**src/power_down_pkg.sv**
```systemverilog
// Constants shared by the power-down mode controller.
// Contract
// - Decode bits 15:10; zero none, others reserved
// - Code 001001: light sleep, enabled interrupt wakes
// - Code 010001: light sleep, any interrupt wakes
// - Light sleep gates CPU clocks, interrupts watched
// - DMA keeps running during light sleep
// - Code 011010: PLL output stops, reset wakes
// - Middle and deep sleep preserve register contents
// - Middle and deep sleep freeze functional outputs
// - Code 011100: PLL input stops, reset wakes
// - After reset wait for PLL lock
// - Async peripherals unspecified in middle, deep sleep
// - Light sleep effective eight cycles after write
// - Wake resumes; service only with all enables
// - Mode and wake taken from control field
package power_down_pkg;
	// Register map, byte addresses
	localparam logic [7:0] CTRL_OFFSET = 8'h00;
	localparam logic [7:0] IRQ_EN_OFFSET = 8'h04;
	localparam logic [7:0] STATUS_OFFSET = 8'h08;
	// Control/status fields
	localparam int SLEEP_FIELD_LSB = 10;
	localparam int SLEEP_FIELD_MSB = 15;
	localparam int GLOBAL_EN_BIT = 0;
	localparam int NMI_EN_BIT = 1;
	localparam int IRQ_EN_WIDTH = 16;
	// Sleep-select codes
	localparam logic [5:0] CODE_NONE = 6'h00;
	localparam logic [5:0] CODE_LIGHT_ENABLED = 6'h09;
	localparam logic [5:0] CODE_LIGHT_ANY = 6'h11;
	localparam logic [5:0] CODE_MIDDLE = 6'h1A;
	localparam logic [5:0] CODE_DEEP = 6'h1C;
	// Reset values
	localparam logic [31:0] CTRL_RESET = 32'h0000_0000;
	localparam logic [15:0] IRQ_EN_RESET = 16'h0000;
	// Cycles from the field write to light sleep taking effect
	localparam int LIGHT_DELAY_CYCLES = 8;
	// Status register bit positions
	localparam int ST_LOCK_WAIT_BIT = 0;
	localparam int ST_ARMED_BIT = 1;
	localparam int ST_LIGHT_BIT = 2;
	localparam int ST_MIDDLE_BIT = 3;
	localparam int ST_DEEP_BIT = 4;
	typedef enum logic [2:0] {
		ST_LOCK_WAIT,
		ST_RUN,
		ST_ARM,
		ST_LIGHT,
		ST_MIDDLE,
		ST_DEEP
	} pd_state_t;
endpackage

```
**src/power_down_mode_control.sv**
```systemverilog
// Power-down mode controller: sleep-level sequencing, clock gating and wake.
`timescale 1ns/1ps
`default_nettype none
module power_down_mode_control #(
	parameter int IRQ_WIDTH = 16
) (
	// Clock and reset
	input wire logic clk_i,
	input wire logic reset_i,
	// Register port
	input wire logic [7:0] addr_i,
	input wire logic [31:0] wdata_i,
	input wire logic write_i,
	input wire logic read_i,
	output logic [31:0] rdata_o,
	// Wake sources and PLL status, asynchronous pins
	input wire logic [IRQ_WIDTH-1:0] irq_i,
	input wire logic pll_locked_i,
	// Clock and I/O controls
	output logic cpu_clock_enable_o,
	output logic dma_enable_o,
	output logic pll_output_enable_o,
	output logic pll_input_enable_o,
	output logic io_freeze_o,
	output logic periph_unspecified_o,
	// CPU resume handshake
	output logic resume_o,
	output logic isr_request_o
);
	initial begin
		if (IRQ_WIDTH < 2 || IRQ_WIDTH > power_down_pkg::IRQ_EN_WIDTH) begin
			$error("IRQ_WIDTH must be 2 to 16");
		end
	end

	// Two less: the write edge and the edge that leaves ST_ARM at count zero each add a cycle
	localparam logic [3:0] ARM_LOAD = 4'(power_down_pkg::LIGHT_DELAY_CYCLES - 2);

	// Synchronisers
	logic [IRQ_WIDTH-1:0] irq_meta_reg;
	logic [IRQ_WIDTH-1:0] irq_sync_reg;
	logic lock_meta_reg;
	logic lock_sync_reg;

	always_ff @(posedge clk_i or posedge reset_i) begin
		if (reset_i) begin
			irq_meta_reg <= '0;
			irq_sync_reg <= '0;
			lock_meta_reg <= 1'b0;
			lock_sync_reg <= 1'b0;
		end else begin
			irq_meta_reg <= irq_i;
			irq_sync_reg <= irq_meta_reg;
			lock_meta_reg <= pll_locked_i;
			lock_sync_reg <= lock_meta_reg;
		end
	end

	// Registers
	power_down_pkg::pd_state_t state_reg, state_next;
	logic [5:0] sleep_select_field_reg;
	logic [5:0] sleep_select_field_next;
	logic global_interrupt_enable_reg;
	logic global_interrupt_enable_next;
	logic [power_down_pkg::IRQ_EN_WIDTH-1:0] interrupt_enable_reg;
	logic [power_down_pkg::IRQ_EN_WIDTH-1:0] interrupt_enable_next;
	logic [3:0] arm_count_reg;
	logic [3:0] arm_count_next;
	logic [31:0] rdata_next;

	// Decode
	wire ctrl_hit = addr_i == power_down_pkg::CTRL_OFFSET;
	wire irq_en_hit = addr_i == power_down_pkg::IRQ_EN_OFFSET;
	wire status_hit = addr_i == power_down_pkg::STATUS_OFFSET;
	// Writes only while the CPU runs; sleeping levels keep contents
	wire cpu_awake = state_reg == power_down_pkg::ST_RUN || state_reg == power_down_pkg::ST_ARM;
	wire ctrl_write = write_i && ctrl_hit && cpu_awake;
	wire irq_en_write = write_i && irq_en_hit && cpu_awake;
	wire [5:0] wr_field = wdata_i[power_down_pkg::SLEEP_FIELD_MSB:power_down_pkg::SLEEP_FIELD_LSB];
	// Reserved codes fall through to no power-down
	wire is_light_code = wr_field == power_down_pkg::CODE_LIGHT_ENABLED
		|| wr_field == power_down_pkg::CODE_LIGHT_ANY;
	wire is_middle_code = wr_field == power_down_pkg::CODE_MIDDLE;
	wire is_deep_code = wr_field == power_down_pkg::CODE_DEEP;
	wire nmi_enable = interrupt_enable_reg[power_down_pkg::NMI_EN_BIT];
	wire [IRQ_WIDTH-1:0] irq_en_slice = interrupt_enable_reg[IRQ_WIDTH-1:0];
	wire any_irq = |irq_sync_reg;
	wire enabled_irq = |(irq_sync_reg & irq_en_slice);
	wire wake_any = sleep_select_field_reg == power_down_pkg::CODE_LIGHT_ANY && any_irq;
	wire wake_enabled = sleep_select_field_reg == power_down_pkg::CODE_LIGHT_ENABLED
		&& enabled_irq;
	wire light_wake = state_reg == power_down_pkg::ST_LIGHT && (wake_any || wake_enabled);
	wire run_isr = enabled_irq && global_interrupt_enable_reg && nmi_enable;

	wire [31:0] ctrl_view = {16'h0000, sleep_select_field_reg, 9'h000,
		global_interrupt_enable_reg};
	wire [31:0] irq_en_view = {16'h0000, interrupt_enable_reg};
	wire [31:0] status_view = {27'h000_0000,
		state_reg == power_down_pkg::ST_DEEP,
		state_reg == power_down_pkg::ST_MIDDLE,
		state_reg == power_down_pkg::ST_LIGHT,
		state_reg == power_down_pkg::ST_ARM,
		state_reg == power_down_pkg::ST_LOCK_WAIT};
	// Unmapped reads return zero
	assign rdata_next = !read_i ? 32'h0000_0000 :
		ctrl_hit ? ctrl_view :
		irq_en_hit ? irq_en_view :
		status_hit ? status_view : 32'h0000_0000;

	always_comb begin
		state_next = state_reg;
		sleep_select_field_next = sleep_select_field_reg;
		global_interrupt_enable_next = global_interrupt_enable_reg;
		interrupt_enable_next = interrupt_enable_reg;
		arm_count_next = arm_count_reg;
		if (ctrl_write) begin
			sleep_select_field_next = wr_field;
			global_interrupt_enable_next = wdata_i[power_down_pkg::GLOBAL_EN_BIT];
		end
		if (irq_en_write) begin
			interrupt_enable_next = wdata_i[power_down_pkg::IRQ_EN_WIDTH-1:0];
		end
		case (state_reg)
			power_down_pkg::ST_LOCK_WAIT: begin
				if (lock_sync_reg) begin
					state_next = power_down_pkg::ST_RUN;
				end
			end
			power_down_pkg::ST_RUN, power_down_pkg::ST_ARM: begin
				if (ctrl_write && is_middle_code) begin
					state_next = power_down_pkg::ST_MIDDLE;
				end else if (ctrl_write && is_deep_code) begin
					state_next = power_down_pkg::ST_DEEP;
				end else if (ctrl_write && is_light_code) begin
					state_next = power_down_pkg::ST_ARM;
					arm_count_next = ARM_LOAD;
				end else if (ctrl_write) begin
					state_next = power_down_pkg::ST_RUN;
				end else if (state_reg == power_down_pkg::ST_ARM) begin
					if (arm_count_reg == 4'h0) begin
						state_next = power_down_pkg::ST_LIGHT;
					end else begin
						arm_count_next = arm_count_reg - 4'h1;
					end
				end
			end
			power_down_pkg::ST_LIGHT: begin
				if (light_wake) begin
					state_next = power_down_pkg::ST_RUN;
					sleep_select_field_next = power_down_pkg::CODE_NONE;
				end
			end
			// Left only through reset
			power_down_pkg::ST_MIDDLE: state_next = power_down_pkg::ST_MIDDLE;
			power_down_pkg::ST_DEEP: state_next = power_down_pkg::ST_DEEP;
			default: state_next = power_down_pkg::ST_LOCK_WAIT;
		endcase
	end

	// Output next values
	wire cpu_clock_enable_next = state_next == power_down_pkg::ST_RUN
		|| state_next == power_down_pkg::ST_ARM;
	// DMA runs in light sleep, not in the clock-stopped levels
	wire dma_enable_next = cpu_clock_enable_next
		|| state_next == power_down_pkg::ST_LIGHT;
	wire clocks_stopped_next = state_next == power_down_pkg::ST_MIDDLE
		|| state_next == power_down_pkg::ST_DEEP;
	wire pll_output_enable_next = !clocks_stopped_next;
	wire pll_input_enable_next = state_next != power_down_pkg::ST_DEEP;
	wire resume_next = light_wake;
	wire isr_request_next = light_wake && run_isr;

	always_ff @(posedge clk_i or posedge reset_i) begin
		if (reset_i) begin
			state_reg <= power_down_pkg::ST_LOCK_WAIT;
			sleep_select_field_reg <= power_down_pkg::CTRL_RESET[power_down_pkg::SLEEP_FIELD_MSB:
				power_down_pkg::SLEEP_FIELD_LSB];
			global_interrupt_enable_reg <= power_down_pkg::CTRL_RESET[power_down_pkg::GLOBAL_EN_BIT];
			interrupt_enable_reg <= power_down_pkg::IRQ_EN_RESET;
			arm_count_reg <= 4'h0;
			rdata_o <= 32'h0000_0000;
		end else begin
			state_reg <= state_next;
			sleep_select_field_reg <= sleep_select_field_next;
			global_interrupt_enable_reg <= global_interrupt_enable_next;
			interrupt_enable_reg <= interrupt_enable_next;
			arm_count_reg <= arm_count_next;
			rdata_o <= rdata_next;
		end
	end

	always_ff @(posedge clk_i or posedge reset_i) begin
		if (reset_i) begin
			cpu_clock_enable_o <= 1'b0;
			dma_enable_o <= 1'b0;
			pll_output_enable_o <= 1'b1;
			pll_input_enable_o <= 1'b1;
			io_freeze_o <= 1'b0;
			periph_unspecified_o <= 1'b0;
			resume_o <= 1'b0;
			isr_request_o <= 1'b0;
		end else begin
			cpu_clock_enable_o <= cpu_clock_enable_next;
			dma_enable_o <= dma_enable_next;
			pll_output_enable_o <= pll_output_enable_next;
			pll_input_enable_o <= pll_input_enable_next;
			io_freeze_o <= clocks_stopped_next;
			// Async or externally clocked peripherals may still toggle
			periph_unspecified_o <= clocks_stopped_next;
			resume_o <= resume_next;
			isr_request_o <= isr_request_next;
		end
	end
endmodule
`default_nettype wire

```
**config.mk**
```make
export PLATFORM = sky130hd
export DESIGN_NAME = power_down_mode_control
export DESIGN_NICKNAME = d
export VERILOG_FILES = /design/src/power_down_pkg.sv /design/src/power_down_mode_control.sv
export SDC_FILE = /design/constraint.sdc
export NUM_CORES = 1
export LEC_CHECK = 0
export ABC_AREA = 1
export ABC_CLOCK_PERIOD_IN_PS = 3000
export CORE_UTILIZATION = 35
export DETAILED_ROUTE_END_ITERATION = 10
export DONT_BUFFER_PORTS = 1
export GPL_TIMING_DRIVEN = 0
export MAX_ROUTING_LAYER = met4
export PLACE_DENSITY_LB_ADDON = 0.08
export SLEW_MARGIN = 20
export SYNTH_ARGS = -nofsm -noshare
export SYNTH_HDL_FRONTEND = slang
export SYNTH_SLANG_ARGS = --single-unit
```
**constraint.sdc**
```tcl
create_clock -name clk_i -period 3 [get_ports clk_i]
set_clock_uncertainty 0.1 [all_clocks]
set_input_delay 0.15 -clock clk_i [delete_from_list [all_inputs] [get_ports clk_i]]
set_output_delay 0.15 -clock clk_i [all_outputs]
set_load 0.02 [all_outputs]
```
Yosys cells after proc, flatten, opt, wreduce, memory -nomap -nowiden
Cells that the tools add are included.
W data, S select, Z words.
{"block": "word_totals", "ff_bits": 87, "latch_bits": 0, "out_inout_bits": 40, "mem_bits_ro": 0, "inputBits": 61, "wordCells": 90, "ram_bits": 0, "mem_count": 0}
{"block": "classes", "order_cmp": 0, "n_reduce_logical": 28, "n_addsub": 1, "shifts": 0, "n_mux": 20, "eq_ne": 21, "n_bitwise": 3, "div": 0, "mul": 0}
{"operator": "$mux W16", "n": 3}
{"operator": "$reduce_or A16 Y1", "n": 2}
{"operator": "$eq A6 B5 Y1 const B", "n": 4}
{"operator": "$mux W3", "n": 8}
{"operator": "$mux W6", "n": 3}
{"operator": "$and A16 B16 Y16", "n": 1}
{"operator": "$mux W4", "n": 4}
{"operator": "$pmux W3 S5", "n": 1}
{"operator": "$logic_and A1 B1 Y1", "n": 13}
{"operator": "$eq A3 B2 Y1 const B", "n": 4}
{"operator": "$eq A3 B3 Y1 const B", "n": 4}
{"operator": "$eq A6 B4 Y1 const B", "n": 2}
{"operator": "$eq A8 B3 Y1 const B", "n": 1}
{"operator": "$eq A8 B4 Y1 const B", "n": 1}
{"operator": "$logic_not A8 Y1", "n": 1}
{"operator": "$eq A3 B1 Y1 const B", "n": 2}
{"operator": "$logic_or A1 B1 Y1", "n": 6}
{"operator": "$reduce_and A6 Y1", "n": 1}
{"operator": "$mux W5", "n": 1}
{"operator": "$logic_not A4 Y1", "n": 1}
{"operator": "$sub A4 B1 Y4 const B", "n": 1}
{"operator": "$logic_not A3 Y1", "n": 1}
{"operator": "$ne A3 B3 Y1 const B", "n": 1}
{"operator": "$ne A2 B1 Y1 const B", "n": 1}
{"operator": "other kinds (5)", "n": 6}

Depth between registers and ports, before layout
{"block": "depth", "ltp_word": 11, "ltp_mapped": 10, "ltp_nobuf": 10}

Least setup slack after synthesis
Ideal clock, no wire load.
{"block": "synth_path", "path_type": "flip-flop to flip-flop", "startpoint": "register state_reg[2]", "endpoint": "register interrupt_enable_reg[2] (netlist bit)", "arrival_time_ps": 1299, "path_buffers": 1, "setup_time_ps": 125, "path_stages_with_launch": 7, "period_less_slack_ps": 1524, "slack_ps": 1476, "t_required_ps": 2775, "path_cell_list": "dfrtp_1 -> nor2_2 -> nand2_2 -> a21oi_2 -> nand2_2 -> buf_6 -> mux2_4"}
{"block": "synth_between", "elab_chain_cells": 3, "elab_cells_between_ends": 4, "classes_between": "eq/ne: 2; reduce/logical: 2"}
{"element": "start: declaration", "line_no": "power_down_mode_control.sv:60", "rtl": "power_down_pkg::pd_state_t state_reg, state_next;"}
{"element": "start signal: assignment", "line_no": "power_down_mode_control.sv:175", "rtl": "state_reg <= power_down_pkg::ST_LOCK_WAIT;"}
{"element": "start signal: assignment", "line_no": "power_down_mode_control.sv:183", "rtl": "state_reg <= state_next;"}
{"element": "$eq A3 B1 Y1 / $eq A3 B2 Y1 (equally long branches)", "line_no": "power_down_mode_control.sv:76", "rtl": "wire cpu_awake = state_reg == power_down_pkg::ST_RUN || state_reg == power_down_pkg::ST_ARM;"}
{"element": "$logic_or A1 B1 Y1 *", "line_no": "power_down_mode_control.sv:76"}
{"element": "$logic_and A1 B1 Y1 *", "line_no": "power_down_mode_control.sv:78", "rtl": "wire irq_en_write = write_i && irq_en_hit && cpu_awake;"}
{"element": "end signal: assignment", "line_no": "power_down_mode_control.sv:179", "rtl": "interrupt_enable_reg <= power_down_pkg::IRQ_EN_RESET;"}
{"element": "end signal: assignment", "line_no": "power_down_mode_control.sv:186", "rtl": "interrupt_enable_reg <= interrupt_enable_next;"}
{"element": "end: declaration", "line_no": "power_down_mode_control.sv:65", "rtl": "logic [power_down_pkg::IRQ_EN_WIDTH-1:0] interrupt_enable_reg;"}
Mark *: on every way between the ends. The rest lies on a longest branch, timed or not.
A chain may end at the register's enable or synchronous reset.

Worst setup path after layout
{"block": "layout_path", "startpoint": "register state_reg[2]", "endpoint": "register sleep_select_field_reg[3]"}
{"block": "layout_between", "elab_chain_cells": 6, "elab_cells_between_ends": 9, "classes_between": "eq/ne: 3; mux: 3; reduce/logical: 3"}
{"element": "$eq A3 B1 Y1 / $eq A3 B2 Y1 (equally long branches)", "line_no": "power_down_mode_control.sv:76"}
{"element": "$logic_or A1 B1 Y1", "line_no": "power_down_mode_control.sv:76"}
{"element": "$logic_and A1 B1 Y1", "line_no": "power_down_mode_control.sv:77", "rtl": "wire ctrl_write = write_i && ctrl_hit && cpu_awake;"}
{"element": "$mux W6", "line_no": "power_down_mode_control.sv:116", "rtl": "if (ctrl_write) begin"}
{"element": "$mux W6", "line_no": "power_down_mode_control.sv:148", "rtl": "if (light_wake) begin"}
{"element": "$mux W6 *", "line_no": "power_down_mode_control.sv:123", "rtl": "case (state_reg)"}
{"element": "via sleep_select_field_next[3]", "line_no": "power_down_mode_control.sv:62", "rtl": "logic [5:0] sleep_select_field_next;"}
{"element": "end signal: assignment", "line_no": "power_down_mode_control.sv:176", "rtl": "sleep_select_field_reg <= power_down_pkg::CTRL_RESET[power_down_pkg::SLEEP_FIELD_MSB:"}
{"element": "end signal: assignment", "line_no": "power_down_mode_control.sv:184", "rtl": "sleep_select_field_reg <= sleep_select_field_next;"}
{"element": "end: declaration", "line_no": "power_down_mode_control.sv:61", "rtl": "logic [5:0] sleep_select_field_reg;"}
Mark *: on every way through the listed nets, which the timed path passes. The rest lies on a longest branch.

==> metrics.log <==
[metrics] Clk pwr share: 0.411
[metrics] critical-path cell with the highest stage delay: sky130_fd_sc_hd__dlygate4sd3_1
[metrics] Congestion Overflow GR: 0
[metrics] initial antenna violation count: 0
[metrics] count of boundary I/O pins: 101
[metrics] placement row count: 36
[metrics] largest cells by area after synthesis: sky130_fd_sc_hd__dfrtp_1, sky130_fd_sc_hd__nand2_1, sky130_fd_sc_hd__buf_4
[metrics] number of filler instances in the final layout: 971
[metrics] nets: ~480
[metrics] Seq/Total Area, Yosys: 0.615
[metrics] Reg power frac: 0.533
[metrics] fin crit share: 0.820
[metrics] final number of hold-violating endpoints: 0
[metrics] total global-route track usage: 0.163
[metrics] combinational share of power: 0.056
[metrics] total wire length: 7610 um
[metrics] Setup-failing EPs final: 0
[metrics] fraction of registers with async set/reset: 1.00
[metrics] cell-by-cell trace of the critical path: nor2_2 > nand2_2 > nand2_2 > nand3_1 > inv_1 > nand2_1 > dlygate4sd3_1 > a21oi_1 > dlygate4sd3_1
[metrics] switching part of the total: 0.227
[metrics] Hold Crit Depth: 4
[metrics] area post-placement: 0.00380 mm2
[metrics] average instance area after synthesis: 10.1 um2
[metrics] Detail Placement HPWL: 5360 um
[metrics] Cell variety after synth: 32
[metrics] setup TNS: 0 ns
[metrics] leakage component of the power: approximately 2.1 nW
[metrics] internal power summed over all cells: 1.75 mW
[metrics] quantity of gates resized following cts: 0
[metrics] largest voltage drop on the vdd net: a little under 0.3 mV
[metrics] Ant. Diodes: 0
[metrics] total of buffers placed on input and output ports: 0
[metrics] setup repair after global routing missed its margin: no
[metrics] Initial Utilization: 0.363
[metrics] floorplan die width: 103 um
[metrics] top_reg_cell synth: sky130_fd_sc_hd__dfrtp_1
[metrics] cell area power density: 511 mW/mm2
[metrics] Max Buffers Root-to-Sink: 2
[metrics] Inserted Clock Buffers: 9
[metrics] Clock H-tree levels: 3
[metrics] first-pass GRT wire length: roughly 12000 um
[metrics] Skew-Pair Late Insertion Delay: around 0.35 ns
[metrics] number of iterations in the first detailed-routing pass: 4
[metrics] post-synthesis cell type with the largest combined area: sky130_fd_sc_hd__dfrtp_1
[metrics] required arrival time at the worst endpoint: 3.20 ns
[metrics] post-detailed-route wirelength per cell: 13.7 um
[metrics] Worst Reg-to-Reg Cells: 9
[metrics] Synth top area share: 0.600
[metrics] final critical-path required period: 2.46 ns
[metrics] Crit. End Element: register
[metrics] area added between synthesis and finish: 24.6%
[metrics] global placement routability congestion: about 0.86
[metrics] Final Max Slew Viols: 0
[metrics] maximum fanout along the worst path: 6
[metrics] Post-Layout Inst Area: 0.00442 mm2
[metrics] Iter 0 DRT Violations: slightly below 100
[metrics] worst hold path class: in -> reg
[metrics] Worst setup SP type: register
[metrics] FMAX: ~410 MHz
[metrics] number of nets still failing antenna checks after routing: 0
[metrics] root buffer selected by CTS: sky130_fd_sc_hd__clkbuf_8
[metrics] outcome: completed
[metrics] delay of the slowest cell on the worst path: roughly 0.56 ns
[metrics] CTS sink cnt: 87
[metrics] number of synthesized register bits: 87
[metrics] share of final-layout standard cells stronger than drive strength 1: 0.171
[metrics] post-synthesis instance total: 351
[metrics] Worst Slack Setup Final: approximately 0.54 ns
[metrics] top post-synthesis cells by count: sky130_fd_sc_hd__nand2_1, sky130_fd_sc_hd__dfrtp_1, sky130_fd_sc_hd__nor2_1, sky130_fd_sc_hd__inv_1, sky130_fd_sc_hd__nand3_1
[metrics] count of flip-flops with a built-in enable after synthesis: 0
[metrics] vertical die dimension: 103 um
[metrics] drc violations: 0
[metrics] Core Footprint: between 0.009 and 0.01 mm2
[metrics] via density per instance: 4.40
[metrics] post-synth design cell area: 0.00355 mm2
[metrics] Total Die Area: 0.0105 mm2
[metrics] total of max-cap violations: 0
[metrics] total number of vias: 2441
[metrics] pin count of the biggest net entering global routing: 54
[metrics] post-place setup slack: 1.29 ns
[metrics] most frequent cell after synthesis: sky130_fd_sc_hd__nand2_1
[metrics] via count of the first global-routing pass: 2418
[metrics] clock tree from TritonCTS: yes
[metrics] clock slew at the register clock pins of the worst setup and hold paths: 0.09 ns
[metrics] Worst Path Class, Setup: reg -> reg
[metrics] arrival time reported for the critical path endpoint: 2.66 ns
[metrics] number of warnings issued by yosys: 0
[metrics] switching power: about 0.51 mW
area by class of cell:
cell class / instances / area (um2) / share of cell area
Sequential cell: 87 / 2180 / 0.493
Multi-Input combinational cell: 227 / 1150 / 0.261
Timing Repair Buffer: 40 / 418 / 0.0946
Tap cell: 133 / 166 / 0.0377
Buffer: 21 / 153 / 0.0346
Clock buffer: 10 / 138 / 0.0312
Inverter: 31 / 119 / 0.0269
Clock inverter: 6 / 91.3 / 0.0207
what timing repair did:
action | CTS | global route
hold endpoints to repair | 136 | 0
buffers inserted | 0 | 0
hold buffers | 39 | 0
worst max-delay path, delay by kind of cell (launching register included):
family	cells	cell delay, ns
buffers and inverters	3	1.23
AO/OA/AOI/OAI	1	0.14
AND/OR/NAND/NOR	5	0.53
flip-flops	1	0.41
metal layers:
| metal | wire length, um | track usage |
|---|---|---|
| met1 | 3690 | 0.215 |
| met2 | 3400 | 0.243 |
| met3 | 438 | 0.0441 |
| met4 | 86 | 0.0527 |
| met5 | 0 | - |
placed cells by master (no fill, tap or decap), types with 6 or more instances in the layout:
cell	instances
sky130_fd_sc_hd__a21oi_1	16
sky130_fd_sc_hd__buf_4	17
sky130_fd_sc_hd__clkbuf_8	10
sky130_fd_sc_hd__conb_1	16
sky130_fd_sc_hd__dfrtp_1	85
sky130_fd_sc_hd__dlygate4sd3_1	39
sky130_fd_sc_hd__inv_1	27
sky130_fd_sc_hd__nand2_1	87
sky130_fd_sc_hd__nand2_2	6
sky130_fd_sc_hd__nand3_1	18
sky130_fd_sc_hd__nor2_1	31
sky130_fd_sc_hd__o21ai_0	13
final timing paths:
kind,from,endpoint,slack [ns]
worst max-delay path,state_reg[2],sleep_select_field_reg[3],0.54
worst min-delay path,write_i,arm_count_reg[2],0.02
worst max register to register,state_reg[2],sleep_select_field_reg[3],0.54
worst min register to register,irq_meta_reg[3],irq_sync_reg[3],0.25
max in group asynchronous,reset_i,interrupt_enable_reg[11],2.01
min in group asynchronous,reset_i,irq_meta_reg[1],0.19
power by group through the flow:
stage                     Combinational (mW)  Sequential [mW]  Clock [mW]
after global placement                0.0836             1.23           0
after global routing                   0.141             1.21        1.01
after floorplan                       0.0712             1.22           0
after CTS                              0.128             1.20       0.959
after detailed placement              0.0890             1.23           0
final                                  0.126             1.20       0.928
logic make-up (layout without fill, tap and decap cells):
| kind of cell | after synthesis | after routing | synth area share |
|---|---|---|---|
| AOI/OAI and AO/OA | 37 | 37 | 0.0558 |
| and+or+nand+nor | 164 | 164 | 0.217 |
| other | 1 | 16 | 0.00106 |
| xor gates and xnor gates | 1 | 1 | 0.00247 |
| buffers and inverters | 52 | 108 | 0.0759 |
| adders and majority gates | 1 | 1 | 0.00353 |
| muxes | 8 | 8 | 0.0296 |
| DFF | 87 | 87 | 0.615 |
metrics by stage:
stage / hold slack, ns / util / total power, mW / cells
global placement: 0.0815 / 0.386 / 1.31 / 499
finish: 0.0152 / 0.452 / 2.26 / 555
CTS: 0.00638 / 0.452 / 2.29 / 555
floorplan: 0.0814 / - / 1.30 / 366
detailed placement: -0.0271 / 0.389 / 1.32 / 500
global route: 0.0216 / 0.452 / 2.36 / 555
Power figures use the tool's default switching activity.
